## src/hw/tbc_pkg.sv

```systemverilog
// Functional notes
// (RULE1) buffered capture pushes old A into C
// (RULE2) timing select: ch0 pwm1/2, ch3-4 pwm1
// (RULE3) choices: match (reset default) or clearing
// (RULE4) wrap, zero write, clear source all count
// (RULE5) software changes timing select only when stopped
// (RULE6) select bit 0 match, 1 clearing
// (RULE7) ch1 upper, ch2 lower, one 32-bit counter
// (RULE8) cascaded ch1 follows ch2 overflow and underflow
// (RULE9) lower half underflows only in phase mode
// (RULE10) ch1 phase mode overrides cascade selection
// (RULE11) four enables add the partner channel pin
// (RULE12) own and added pin ORed, own edge
// (RULE13) internal capture source ignores added pin
// (RULE14) compare match drives pin low, high, toggle
// (RULE15) clear source register sets the period
// (RULE16) pwm1 pairs A with B, C with D
// (RULE17) pwm1 initial level from A or C
// (RULE18) pwm1 equal pair values leave pin unchanged
// (RULE19) pwm1 gives eight outputs on A/C pins
// (RULE20) pwm2 one cycle register, others duty
// (RULE21) pwm2 cycle clear restores initial levels
// (RULE22) pwm2 duty equal cycle leaves pin unchanged
// (RULE23) no pwm2 on ch3-4, period pin silent
// (RULE24) pwm2 with sync gives seven outputs
package tbc_pkg;
  localparam int NUM_CH = 5;
  localparam int NUM_REG = 4;
  localparam int PIN_PER_CH = 4;
  localparam int NUM_PIN = 20;
  // per channel window: channel in adr[7:5], register in adr[4:0]
  localparam logic [4:0] OFF_CTL = 5'h00;
  localparam logic [4:0] OFF_IOC = 5'h04;
  localparam logic [4:0] OFF_CNT = 5'h08;
  localparam logic [4:0] OFF_GRA = 5'h10;
  localparam logic [4:0] OFF_GR_STEP = 5'h04;
  localparam logic [7:0] OFF_PINCTL = 8'hA0;
  localparam logic [7:0] OFF_PINSTAT = 8'hA4;
  // control register fields
  localparam int CTL_RUN = 0;
  localparam int CTL_CLR = 1;
  localparam int CTL_PWM = 4;
  localparam int CTL_BUF = 6;
  localparam int CTL_TRANSFER_TIMING_SELECT_A = 7;
  localparam int CTL_CASC = 8;
  localparam int CTL_PHASE = 9;
  // io control: 4 bits per register, A in [3:0]
  localparam int IOC_INIT = 2;
  localparam int IOC_CAP = 3;
  localparam logic [1:0] ACT_LOW = 2'h1;
  localparam logic [1:0] ACT_HIGH = 2'h2;
  localparam logic [1:0] ACT_TOG = 2'h3;
  localparam logic [1:0] EDGE_RISE = 2'h0;
  localparam logic [1:0] EDGE_FALL = 2'h1;
  // capture_pin_control_reg bits
  localparam int PC_CH1_A = 0;
  localparam int PC_CH2_A = 2;
  // channel feature masks, bit n = channel n
  localparam logic [4:0] BUF_CH_MASK = 5'h19;
  localparam logic [4:0] CD_CH_MASK = 5'h19;
  localparam logic [4:0] PHASE_CH_MASK = 5'h06;
  localparam logic [4:0] INT_SRC_MASK = 5'h03;
  localparam logic [15:0] CTL_RST = 16'h0000;
  localparam logic [15:0] IOC_RST = 16'h0000;
  localparam logic [15:0] CNT_RST = 16'h0000;
  localparam logic [15:0] GR_RST = 16'hFFFF;
  localparam logic [3:0] PINCTL_RST = 4'h0;
  localparam logic [15:0] CNT_MAX = 16'hFFFF;
  localparam logic [15:0] CNT_ZERO = 16'h0000;
  typedef enum logic [1:0] {
    TBC_PWM_OFF = 2'h0,
    TBC_PWM_ONE = 2'h1,
    TBC_PWM_TWO = 2'h2
  } tbc_pwm_e;
endpackage

```

## src/hw/tbc_pin_if.sv

```systemverilog
interface tbc_pin_if;
  logic load;
  logic init;
  logic hit;
  logic [1:0] act;
  logic level;
  modport drv (output load, output init, output hit, output act, input level);
  modport pin (input load, input init, input hit, input act, output level);
endinterface

```

## src/hw/tbc_edge.sv

```systemverilog
module tbc_edge (
  input wire logic sys_clk_i,
  input wire logic rst_n_i,
  input wire logic ce_i,
  input wire logic own_i,
  input wire logic add_i,
  input wire logic add_en_i,
  input wire logic [1:0] edge_sel_i,
  output logic hit_o
);
  logic own_ff;
  logic add_ff;

  function automatic logic is_edge(input logic cur, input logic prev, input logic [1:0] sel);
    case (sel)
      tbc_pkg::EDGE_RISE: is_edge = cur & ~prev;
      tbc_pkg::EDGE_FALL: is_edge = ~cur & prev;
      default: is_edge = cur ^ prev;
    endcase
  endfunction

  always_ff @(posedge sys_clk_i) begin
    if (!rst_n_i) begin
      own_ff <= 1'b0;
      add_ff <= 1'b0;
    end else if (ce_i) begin
      own_ff <= own_i;
      add_ff <= add_i;
    end
  end

  // both pins judged by the channel's own edge selection
  assign hit_o = is_edge(own_i, own_ff, edge_sel_i) |
                 (add_en_i & is_edge(add_i, add_ff, edge_sel_i)); // RULE12
endmodule

```

## src/hw/tbc_pin_out.sv

```systemverilog
module tbc_pin_out (
  input wire logic sys_clk_i,
  input wire logic rst_n_i,
  input wire logic ce_i,
  tbc_pin_if.pin p
);
  logic level_ff;

  always_ff @(posedge sys_clk_i) begin
    if (!rst_n_i) begin
      level_ff <= 1'b0;
    end else if (ce_i) begin
      if (p.load) begin
        level_ff <= p.init;
      end else if (p.hit) begin
        case (p.act) // RULE14
          tbc_pkg::ACT_LOW: level_ff <= 1'b0;
          tbc_pkg::ACT_HIGH: level_ff <= 1'b1;
          tbc_pkg::ACT_TOG: level_ff <= ~level_ff;
          default: level_ff <= level_ff;
        endcase
      end
    end
  end

  assign p.level = level_ff;
endmodule

```

## src/hw/tbc_top.sv

```systemverilog
// Local design decisions: the register addresses and the Wishbone interface to the registers.
module tbc_top (
  input wire logic sys_clk_i,
  input wire logic rst_n_i,
  input wire logic ce_i,
  input wire logic wb_cyc_i,
  input wire logic wb_stb_i,
  input wire logic wb_we_i,
  input wire logic [7:0] wb_adr_i,
  input wire logic [3:0] wb_sel_i,
  input wire logic [31:0] wb_dat_i,
  output logic [31:0] wb_dat_o,
  output logic wb_ack_o,
  input wire logic [19:0] pin_i,
  output logic [19:0] pin_o,
  output logic [19:0] pin_oe_o,
  input wire logic [3:0] ext_clk_i
);
  localparam int NCH = tbc_pkg::NUM_CH;

  logic [15:0] ctl_ff [NCH];
  logic [15:0] ioc_ff [NCH];
  logic [15:0] cnt_ff [NCH];
  logic [15:0] gr_ff [NCH][tbc_pkg::NUM_REG];
  logic [3:0] pinctl_ff;
  logic [3:0] ext_ff;
  logic ack_ff;
  logic [31:0] rdat_ff;
  logic [31:0] nxt_rdat;
  logic bus_req;
  logic wr_en;
  logic tick [NCH];
  logic up [NCH];
  logic ovf [NCH];
  logic unf [NCH];
  logic clr_evt [NCH];
  logic clr_xfer [NCH];
  logic cnt_wr [NCH];
  logic ioc_wr [NCH];
  logic match [NCH][tbc_pkg::NUM_REG];
  logic cap [NCH][tbc_pkg::NUM_REG];

  function automatic logic [15:0] merge(input logic [15:0] old, input logic [15:0] dat,
                                        input logic [1:0] sel);
    merge = old;
    if (sel[0]) merge[7:0] = dat[7:0];
    if (sel[1]) merge[15:8] = dat[15:8];
  endfunction

  function automatic logic adr_hit(input logic [7:0] adr, input logic [2:0] ch,
                                   input logic [4:0] off);
    adr_hit = (adr == {ch, off});
  endfunction

  function automatic logic [3:0] io_field(input logic [15:0] ioc, input logic [1:0] r);
    io_field = ioc[4 * r +: 4];
  endfunction

  // ---------------- wishbone slave: one wait state, every address answers
  assign bus_req = wb_cyc_i & wb_stb_i & ~ack_ff;
  assign wr_en = bus_req & wb_we_i;
  assign wb_ack_o = ack_ff;
  assign wb_dat_o = rdat_ff;

  always_ff @(posedge sys_clk_i) begin
    if (!rst_n_i) begin
      ack_ff <= 1'b0;
    end else if (ce_i) begin
      ack_ff <= bus_req;
    end
  end

  always_comb begin
    nxt_rdat = '0;
    for (int c = 0; c < NCH; c++) begin
      if (wb_adr_i[7:5] == 3'(c)) begin
        for (int r = 0; r < tbc_pkg::NUM_REG; r++) begin
          if (wb_adr_i[4:0] == 5'(tbc_pkg::OFF_GRA + tbc_pkg::OFF_GR_STEP * r) &&
              (r < 2 || tbc_pkg::CD_CH_MASK[c])) begin
            nxt_rdat[15:0] = gr_ff[c][r];
          end
        end
        case (wb_adr_i[4:0])
          tbc_pkg::OFF_CTL: nxt_rdat[15:0] = ctl_ff[c];
          tbc_pkg::OFF_IOC: nxt_rdat[15:0] = ioc_ff[c];
          tbc_pkg::OFF_CNT: nxt_rdat[15:0] = cnt_ff[c];
          default: ;
        endcase
      end
    end
    if (wb_adr_i == tbc_pkg::OFF_PINCTL) begin
      nxt_rdat[3:0] = pinctl_ff;
    end
    if (wb_adr_i == tbc_pkg::OFF_PINSTAT) begin
      nxt_rdat[19:0] = pin_o;
    end
  end

  always_ff @(posedge sys_clk_i) begin
    if (!rst_n_i) begin
      rdat_ff <= '0;
    end else if (ce_i && bus_req && !wb_we_i) begin
      rdat_ff <= nxt_rdat;
    end
  end

  always_ff @(posedge sys_clk_i) begin
    if (!rst_n_i) begin
      pinctl_ff <= tbc_pkg::PINCTL_RST;
    end else if (ce_i && wr_en && wb_adr_i == tbc_pkg::OFF_PINCTL && wb_sel_i[0]) begin
      pinctl_ff <= wb_dat_i[3:0];
    end
  end

  // encoder inputs are synchronous; one stage of history is enough for decode
  always_ff @(posedge sys_clk_i) begin
    if (!rst_n_i) begin
      ext_ff <= 4'h0;
    end else if (ce_i) begin
      ext_ff <= ext_clk_i;
    end
  end

  // ---------------- channels
  for (genvar c = 0; c < NCH; c++) begin : g_ch
    localparam bit HAS_CD = tbc_pkg::CD_CH_MASK[c];
    localparam int SRC = (c == 0) ? 1 : 0;
    logic run;
    logic phase;
    logic casc;
    logic pwm1;
    logic pwm2;
    logic buf_en;
    logic transfer_timing_select_a_eff;
    logic [2:0] clr_sel;
    logic has_period;
    logic [15:0] period_val;
    logic [15:0] cnt_wval;
    logic q_step;
    logic q_up;

    assign run = ctl_ff[c][tbc_pkg::CTL_RUN];
    assign phase = tbc_pkg::PHASE_CH_MASK[c] & ctl_ff[c][tbc_pkg::CTL_PHASE];
    assign casc = (c == 1) & ctl_ff[c][tbc_pkg::CTL_CASC] & ~phase; // RULE10
    assign pwm1 = ctl_ff[c][tbc_pkg::CTL_PWM +: 2] == tbc_pkg::TBC_PWM_ONE;
    assign pwm2 = (ctl_ff[c][tbc_pkg::CTL_PWM +: 2] == tbc_pkg::TBC_PWM_TWO) && c <= 2; // RULE23
    assign buf_en = tbc_pkg::BUF_CH_MASK[c] & ctl_ff[c][tbc_pkg::CTL_BUF];
    // elsewhere the bit is ignored and transfers stay on compare match
    assign transfer_timing_select_a_eff = ctl_ff[c][tbc_pkg::CTL_TRANSFER_TIMING_SELECT_A] &
                      ((c == 0 && (pwm1 || pwm2)) || ((c == 3 || c == 4) && pwm1)); // RULE2
    assign clr_sel = ctl_ff[c][tbc_pkg::CTL_CLR +: 3];
    assign has_period = clr_sel >= 3'h1 && clr_sel <= 3'h4;
    assign period_val = gr_ff[c][2'(clr_sel - 3'h1)]; // RULE15
    assign cnt_wval = merge(cnt_ff[c], wb_dat_i[15:0], wb_sel_i[1:0]);
    assign cnt_wr[c] = wr_en && adr_hit(wb_adr_i, 3'(c), tbc_pkg::OFF_CNT);
    assign ioc_wr[c] = wr_en && adr_hit(wb_adr_i, 3'(c), tbc_pkg::OFF_IOC);

    if (c == 1 || c == 2) begin : g_ph
      localparam int P = 2 * (c - 1);
      // x4 quadrature: any phase edge steps, A against old B gives direction
      assign q_step = (ext_clk_i[P] ^ ext_ff[P]) | (ext_clk_i[P + 1] ^ ext_ff[P + 1]);
      assign q_up = ext_clk_i[P] ^ ext_ff[P + 1];
    end else begin : g_noph
      assign q_step = 1'b0;
      assign q_up = 1'b1;
    end

    always_comb begin
      if (phase) begin
        tick[c] = run & q_step;
        up[c] = q_up;
      end else if (casc) begin
        tick[c] = run & (ovf[2] | unf[2]); // RULE7 RULE8
        up[c] = ovf[2];
      end else begin
        tick[c] = run;
        up[c] = 1'b1;
      end
    end

    assign ovf[c] = tick[c] & up[c] & (cnt_ff[c] == tbc_pkg::CNT_MAX);
    // down counting only exists in phase mode or a cascaded upper half
    assign unf[c] = tick[c] & ~up[c] & (cnt_ff[c] == tbc_pkg::CNT_ZERO); // RULE9

    always_comb begin
      case (clr_sel)
        3'h1: clr_evt[c] = match[c][0] | cap[c][0];
        3'h2: clr_evt[c] = match[c][1] | cap[c][1];
        3'h3: clr_evt[c] = HAS_CD & (match[c][2] | cap[c][2]);
        3'h4: clr_evt[c] = HAS_CD & (match[c][3] | cap[c][3]);
        default: clr_evt[c] = 1'b0;
      endcase
    end

    assign clr_xfer[c] = ovf[c] | clr_evt[c] |
                         (cnt_wr[c] & run & (cnt_wval == tbc_pkg::CNT_ZERO)); // RULE4

    always_ff @(posedge sys_clk_i) begin
      if (!rst_n_i) begin
        ctl_ff[c] <= tbc_pkg::CTL_RST;
        ioc_ff[c] <= tbc_pkg::IOC_RST; // RULE3
      end else if (ce_i) begin
        if (wr_en && adr_hit(wb_adr_i, 3'(c), tbc_pkg::OFF_CTL)) begin
          ctl_ff[c] <= merge(ctl_ff[c], wb_dat_i[15:0], wb_sel_i[1:0]);
        end
        if (ioc_wr[c]) begin
          ioc_ff[c] <= merge(ioc_ff[c], wb_dat_i[15:0], wb_sel_i[1:0]);
        end
      end
    end

    always_ff @(posedge sys_clk_i) begin
      if (!rst_n_i) begin
        cnt_ff[c] <= tbc_pkg::CNT_RST;
      end else if (ce_i) begin
        if (cnt_wr[c]) begin
          cnt_ff[c] <= cnt_wval;
        end else if (clr_evt[c]) begin
          cnt_ff[c] <= tbc_pkg::CNT_ZERO;
        end else if (tick[c]) begin
          cnt_ff[c] <= up[c] ? cnt_ff[c] + 16'h0001 : cnt_ff[c] - 16'h0001; // RULE8
        end
      end
    end

    for (genvar r = 0; r < tbc_pkg::NUM_REG; r++) begin : g_r
      localparam bit EXISTS = (r < 2) || HAS_CD;
      localparam int PART = r ^ 2;
      localparam int PA = r & 2;
      localparam int PB = r | 1;
      logic [3:0] f;
      logic [3:0] f_pair;
      logic [3:0] f_new;
      logic init_lvl;
      logic int_sel;
      logic add_pin;
      logic add_en;
      logic edge_hit;
      logic xfer;
      logic gr_wr;
      logic oe;
      tbc_pin_if pif ();

      assign f = io_field(ioc_ff[c], 2'(r));
      assign f_pair = io_field(ioc_ff[c], 2'(PB));
      // a write reloads the pin in its own cycle, so the level must come from the incoming value
      assign f_new = io_field(merge(ioc_ff[c], wb_dat_i[15:0], wb_sel_i[1:0]), 2'(r));
      assign init_lvl = ioc_wr[c] ? f_new[tbc_pkg::IOC_INIT] : f[tbc_pkg::IOC_INIT];
      assign int_sel = f[tbc_pkg::IOC_CAP] & f[tbc_pkg::IOC_INIT] & tbc_pkg::INT_SRC_MASK[c];

      if (c == 1 && r < 2) begin : g_x1
        assign add_pin = pin_i[tbc_pkg::PIN_PER_CH * 2 + r]; // RULE11
        assign add_en = pinctl_ff[tbc_pkg::PC_CH1_A + r] & ~int_sel; // RULE13
      end else if (c == 2 && r < 2) begin : g_x2
        assign add_pin = pin_i[tbc_pkg::PIN_PER_CH + r]; // RULE11
        assign add_en = pinctl_ff[tbc_pkg::PC_CH2_A + r] & ~int_sel; // RULE13
      end else begin : g_x0
        assign add_pin = 1'b0;
        assign add_en = 1'b0;
      end

      tbc_edge u_edge (
        .sys_clk_i(sys_clk_i),
        .rst_n_i(rst_n_i),
        .ce_i(ce_i),
        .own_i(pin_i[tbc_pkg::PIN_PER_CH * c + r]),
        .add_i(add_pin),
        .add_en_i(add_en),
        .edge_sel_i(f[1:0]),
        .hit_o(edge_hit)
      );

      assign match[c][r] = EXISTS && !f[tbc_pkg::IOC_CAP] && tick[c] &&
                           cnt_ff[c] == gr_ff[c][r];
      // an internal source replaces the pins entirely
      assign cap[c][r] = EXISTS && f[tbc_pkg::IOC_CAP] &&
                         (int_sel ? match[SRC][0] : edge_hit); // RULE13
      assign xfer = buf_en && r < 2 && !f[tbc_pkg::IOC_CAP] &&
                    (transfer_timing_select_a_eff ? clr_xfer[c] : match[c][r]); // RULE6
      assign gr_wr = wr_en && adr_hit(wb_adr_i, 3'(c),
                     5'(tbc_pkg::OFF_GRA + tbc_pkg::OFF_GR_STEP * r));

      // hardware transfers win over a software write in the same cycle
      always_ff @(posedge sys_clk_i) begin
        if (!rst_n_i) begin
          gr_ff[c][r] <= tbc_pkg::GR_RST;
        end else if (ce_i && EXISTS) begin
          if (r < 2 && cap[c][r]) begin
            gr_ff[c][r] <= cnt_ff[c];
          end else if (r >= 2 && buf_en && cap[c][PART]) begin
            gr_ff[c][r] <= gr_ff[c][PART]; // RULE1
          end else if (xfer) begin
            gr_ff[c][r] <= gr_ff[c][PART];
          end else if (r >= 2 && !buf_en && cap[c][r]) begin
            gr_ff[c][r] <= cnt_ff[c];
          end else if (gr_wr) begin
            gr_ff[c][r] <= merge(gr_ff[c][r], wb_dat_i[15:0], wb_sel_i[1:0]);
          end
        end
      end

      always_comb begin
        pif.load = ioc_wr[c];
        pif.init = init_lvl;
        pif.hit = 1'b0;
        pif.act = f[1:0];
        oe = 1'b0;
        if (pwm1) begin
          // B and D pins stay released, their matches steer A and C
          if ((r & 1) == 0) begin
            oe = EXISTS; // RULE16 RULE19
            pif.init = init_lvl; // RULE17
            if (gr_ff[c][PA] != gr_ff[c][PB]) begin // RULE18
              if (match[c][PA]) begin
                pif.hit = 1'b1;
              end else if (match[c][PB]) begin
                pif.hit = 1'b1;
                pif.act = f_pair[1:0]; // RULE16
              end
            end
          end
        end else if (pwm2) begin
          oe = EXISTS && !(has_period && clr_sel == 3'(r + 1)); // RULE20 RULE23 RULE24
          pif.load = ioc_wr[c] | clr_evt[c]; // RULE21
          pif.hit = match[c][r] && !(has_period && gr_ff[c][r] == period_val); // RULE22
        end else begin
          oe = EXISTS && !f[tbc_pkg::IOC_CAP] && f[1:0] != 2'h0;
          pif.hit = match[c][r]; // RULE14
        end
      end

      tbc_pin_out u_pin (
        .sys_clk_i(sys_clk_i),
        .rst_n_i(rst_n_i),
        .ce_i(ce_i),
        .p(pif.pin)
      );

      assign pin_o[tbc_pkg::PIN_PER_CH * c + r] = pif.level;
      assign pin_oe_o[tbc_pkg::PIN_PER_CH * c + r] = oe;
    end
  end
endmodule

```

## config.mk

```make
export PLATFORM = sky130hd
export DESIGN_NAME = tbc_top
export DESIGN_NICKNAME = d
export VERILOG_FILES = /design/src/hw/tbc_pkg.sv /design/src/hw/tbc_pin_if.sv /design/src/hw/tbc_edge.sv /design/src/hw/tbc_pin_out.sv /design/src/hw/tbc_top.sv
export SDC_FILE = /design/constraint.sdc
export NUM_CORES = 2
export LEC_CHECK = 0
export BUFFER_PORTS_ARGS = -buffer_cell sky130_fd_sc_hd__buf_2
export CAP_MARGIN = 20
export CORE_MARGIN = 2
export CORE_UTILIZATION = 30
export CTS_CLUSTER_SIZE = 16
export DETAILED_ROUTE_END_ITERATION = 7
export PLACE_DENSITY_LB_ADDON = 0.3
export SLEW_MARGIN = 20
export SYNTH_ARGS = -nofsm -noshare
export SYNTH_HDL_FRONTEND = slang
export SYNTH_SLANG_ARGS = --single-unit
```

## constraint.sdc

```tcl
create_clock -name sys_clk_i -period 5.66 [get_ports sys_clk_i]
set_input_delay 1.132 -clock sys_clk_i [delete_from_list [all_inputs] [get_ports sys_clk_i]]
set_output_delay 1.132 -clock sys_clk_i [all_outputs]
set_load 0.02 [all_outputs]
```

==> impl.org <==
** Logic synthesis
- Sequential element share of the synthesized area :: 37.9%
- Synth warnings :: 0
- Primary flip-flop cell chosen by synthesis mapping :: edfxtp_1
- Counting flops with an async set or reset pin after synthesis yields a share of 0%.
- Number of unique standard cell types used by synthesis :: 106
- Number of standard cells after synthesis :: 4,677
- Cell area after synthesis :: 42,800 µm²
- Number of synthesized register bits :: 561
- Each instance of the synthesized netlist takes up on average 9.14 µm².
- In this run, synthesis inferred 496 flip-flops with an integrated enable.

** Global routing
- Pin count of the biggest net entering global routing :: 75
- Wire length of the first global-routing pass :: 310 mm
- The initial antenna violation count was 23.
- Number of global-route vias before repair :: roughly 39,000
- GRT overflow :: 0
- Global router's overall resource usage :: about 30%
- The global routing stage identified its most utilized layer as met2.
- Global routing used 10.9% of the available met3 tracks.
- For this run, global-route usage on met2 was measured as 42.6%.
- In the global route stage, met1 resource usage came out at 38.3%.

** STA
- The number of hold violations in the final report came to 0.
- Across all hold checks on the routed design, the worst slack comes to 0.509 ns.
- The clock period could shrink to 4.65 ns.
- Period Utilization, post-route :: between 80% and 90%
- At the pin with the least slew margin, the transition time is 1.20 ns.
- Summed over all failing endpoints, the final setup total negative slack is 0 ns.
- Peak Freq :: 0.215 GHz
- Setup repair after global routing left no endpoint under its margin.
- The number of max-slew violations in the final report came to 0.
- In this run the tightest slew margin relative to its limit is 19.1%.
- Finish-stage setup viols :: 0
- For the final database, setup skew stands at 0.0382 ns.

** Worst setup path
- Kind of critical path :: register to register
- Register-to-register path setup slack :: about 1 ns
- Arrival time of data at the critical path endpoint :: 5.05 ns
- The worst setup path is captured at a register.
- The worst setup path is launched from a register.
- CP required :: 6.06 ns
- Of all nets on the critical path, the largest fanout is 8.

** Die
- Overall die area :: 146,000 µm²
- Measured along the y axis, the die boundary spans 382 µm.
- Site row count :: 138
- The floorplan step set the die width to 382 µm.
- The total area inside the core boundary comes to between 100,000 and 150,000 µm².
- The initial utilization of the core area, before any placement, comes to 30.2%.
- Io pins :: around 150

** Route
- In this run, the number of DRC markers left after iteration 0 of detailed routing was 7,125.
- DRC viols :: 0
- In this run the remaining antenna-violating nets after routing total 0.
- DR vias :: 42,200
- Routed wire length :: 225 mm
- After detailed routing, the number of vias per cell comes to 6.43.
- Dividing the detail-routed wire length by the instance count gives 34.3 µm.
- Detailed-router iteration count before antenna repair :: 7

** Clock tree
- Clk Tree Root Cell :: clkbuf_16
- The H-tree was split into 3 levels.
- Buffers from clock root to sink, at most :: 3
- The tree built by TritonCTS fans out to between 500 and 600 sinks.
- Clk_lat worst skew :: 0.67 ns
- Post-cts sizing count :: 0
- After clock tree synthesis, the flow added hold-fix buffers numbering 0.
- TritonCTS built the clock tree.
- CTS clock-pin slew for the worst setup and hold paths :: 0.06 ns
- TritonCTS Buffers :: 73
- In this run the post-CTS setup repair buffer count came out at 0.

** Status
- Status :: complete, no violations

** Power and ir drop
- Reported leakage power :: 16.0 nW
- IR Drop Worst-Case VDD :: 0.000183 V
- Pwr dens :: 235 nW/µm²

** Hold path
- Hold WC Path Type :: register to register

** Flow run
- Max-cap violation count :: 0

** Finish
- Post-layout util :: between 30 and 40%
- Compared with the post-synthesis result, the final layout area differs by 11.3%.
- Share of cells above drive strength 1 :: 12.9%
- Filler instances :: 14,700
- Total Nets Final :: 4,751

** Placement
- At the end of routability-driven placement, the weighted congestion stood at between 1 and 1.5.
- Port buffering added 108 buffers.
- HPWL Detailed :: 160 mm
==> registers in the layout, summed over array words and instances, names as in the netlist <==
signal	count
wb_ack_o	1
ctl_ff	80
g_ch.g_r.u_edge.add_ff	2
g_ch.g_r.u_pin.p.level	20
ioc_ff	80
g_ch.g_r.u_edge.own_ff	14
cnt_ff	80
pinctl_ff	4
gr_ff	256
wb_dat_o	20
ext_ff	4
==> power breakdown <==
part	internal [W]	total [W]	switching [W]
sequential	0.00460	0.00482	0.000221
clock	0.00281	0.00483	0.00202
combinational	0.000447	0.00152	0.00107
==> critical path, cell delays in order (launching register included) <==
cell,delay (ns)
edfxtp_1,0.68
nand4_1,0.23
nor4_1,0.42
a31oi_1,0.24
a21oi_1,0.41
inv_1,0.11
ha_1,0.35
nor2b_1,0.15
o21ai_0,0.24
a21boi_0,0.21
o41ai_1,0.32
buf_4,0.19
o2111ai_1,0.16
a31o_2,0.27
a21oi_1,0.18
xnor2_1,0.08
a22o_1,0.18
==> layer usage <==
layer	share of wire, %	up-vias
li1	-	17300
met3	14	823
met4	6.9	16
met1	38	20600
met2	41	3463
met5	0.056	-
==> layout make-up <==
type / instances / area (µm²) / area share, %
Inverter: 188 / 707 / 1.49
Clock inverter: 38 / 405 / 0.852
Multi-Input combinational cell: 3461 / 23800 / 50.0
Tap cell: 1890 / 2360 / 4.97
Sequential cell: 561 / 16200 / 34.0
Clock buffer: 94 / 1960 / 4.12
Antenna cell: 9 / 22.5 / 0.0473
Timing Repair Buffer: 315 / 2130 / 4.48
==> through the flow <==
step / instance area (µm²) / worst slack, ns / instances / total power, W
final: 47600 / 1.01 / 6556 / 0.0112
after global routing: 47600 / 0.721 / 6547 / 0.0114
after CTS: 47600 / 1.06 / 6546 / 0.0111
after global placement: 45200 / 0.691 / 6414 / 0.00633
after floorplan: 42800 / 1.10 / 4692 / 0.00565
after detailed placement: 45200 / 0.663 / 6414 / 0.00633
==> final timing paths <==
kind                 start       endpoint  depth (start not counted)
min reg2reg   wb_dat_o[19]   wb_dat_o[19]                          2
min           wb_dat_o[19]   wb_dat_o[19]                          2
max reg2reg  cnt_ff[2][12]  cnt_ff[1][14]                         16
max          cnt_ff[2][12]  cnt_ff[1][14]                         16
==> layout by cell type, fill, tap and decap left out, types with 57 or more instances in the layout <==
master / netlist / layout
edfxtp_1: 496 / 496
xnor2_1: 291 / 291
a21oi_1: 201 / 200
o22a_1: 95 / 95
ha_1: 75 / 75
nor4_1: 125 / 122
nand2_1: 336 / 334
nor3_1: 99 / 97
dfxtp_1: 65 / 65
nand3_1: 112 / 112
buf_4: 61 / 205
o21ai_0: 204 / 202
o22ai_1: 131 / 131
mux2i_1: 116 / 116
clkbuf_16: 0 / 75
o21a_1: 57 / 57
nor2_1: 435 / 432
buf_2: 102 / 105
inv_1: 187 / 185
xor2_1: 169 / 169
nand4_1: 83 / 83
==> synthesized netlist by cell type, types with 116 or more instances <==
library cell / instances / area, µm²
a21oi_1: 201 / 1010
inv_1: 187 / 702
nand2_1: 336 / 1260
nor4_1: 125 / 782
edfxtp_1: 496 / 14900
mux2i_1: 116 / 1160
clkbuf_1: 276 / 1040
o21ai_0: 204 / 1020
xor2_1: 169 / 1480
xnor2_1: 291 / 2550
nor2_1: 435 / 1630
o22ai_1: 131 / 820
==> logic make-up after synthesis <==
group,share of synthesized area [%]
AND/OR/NAND/NOR,16.9
adder cells (fa/ha/maj),2.29
buffers and inverters,6.75
other,0.00877
AO/OA/AOI/OAI,20.8
multiplexers,5.93
XOR/XNOR,9.42
flip-flops,37.9
No activity file was read; power rests on OpenSTA's default activity.
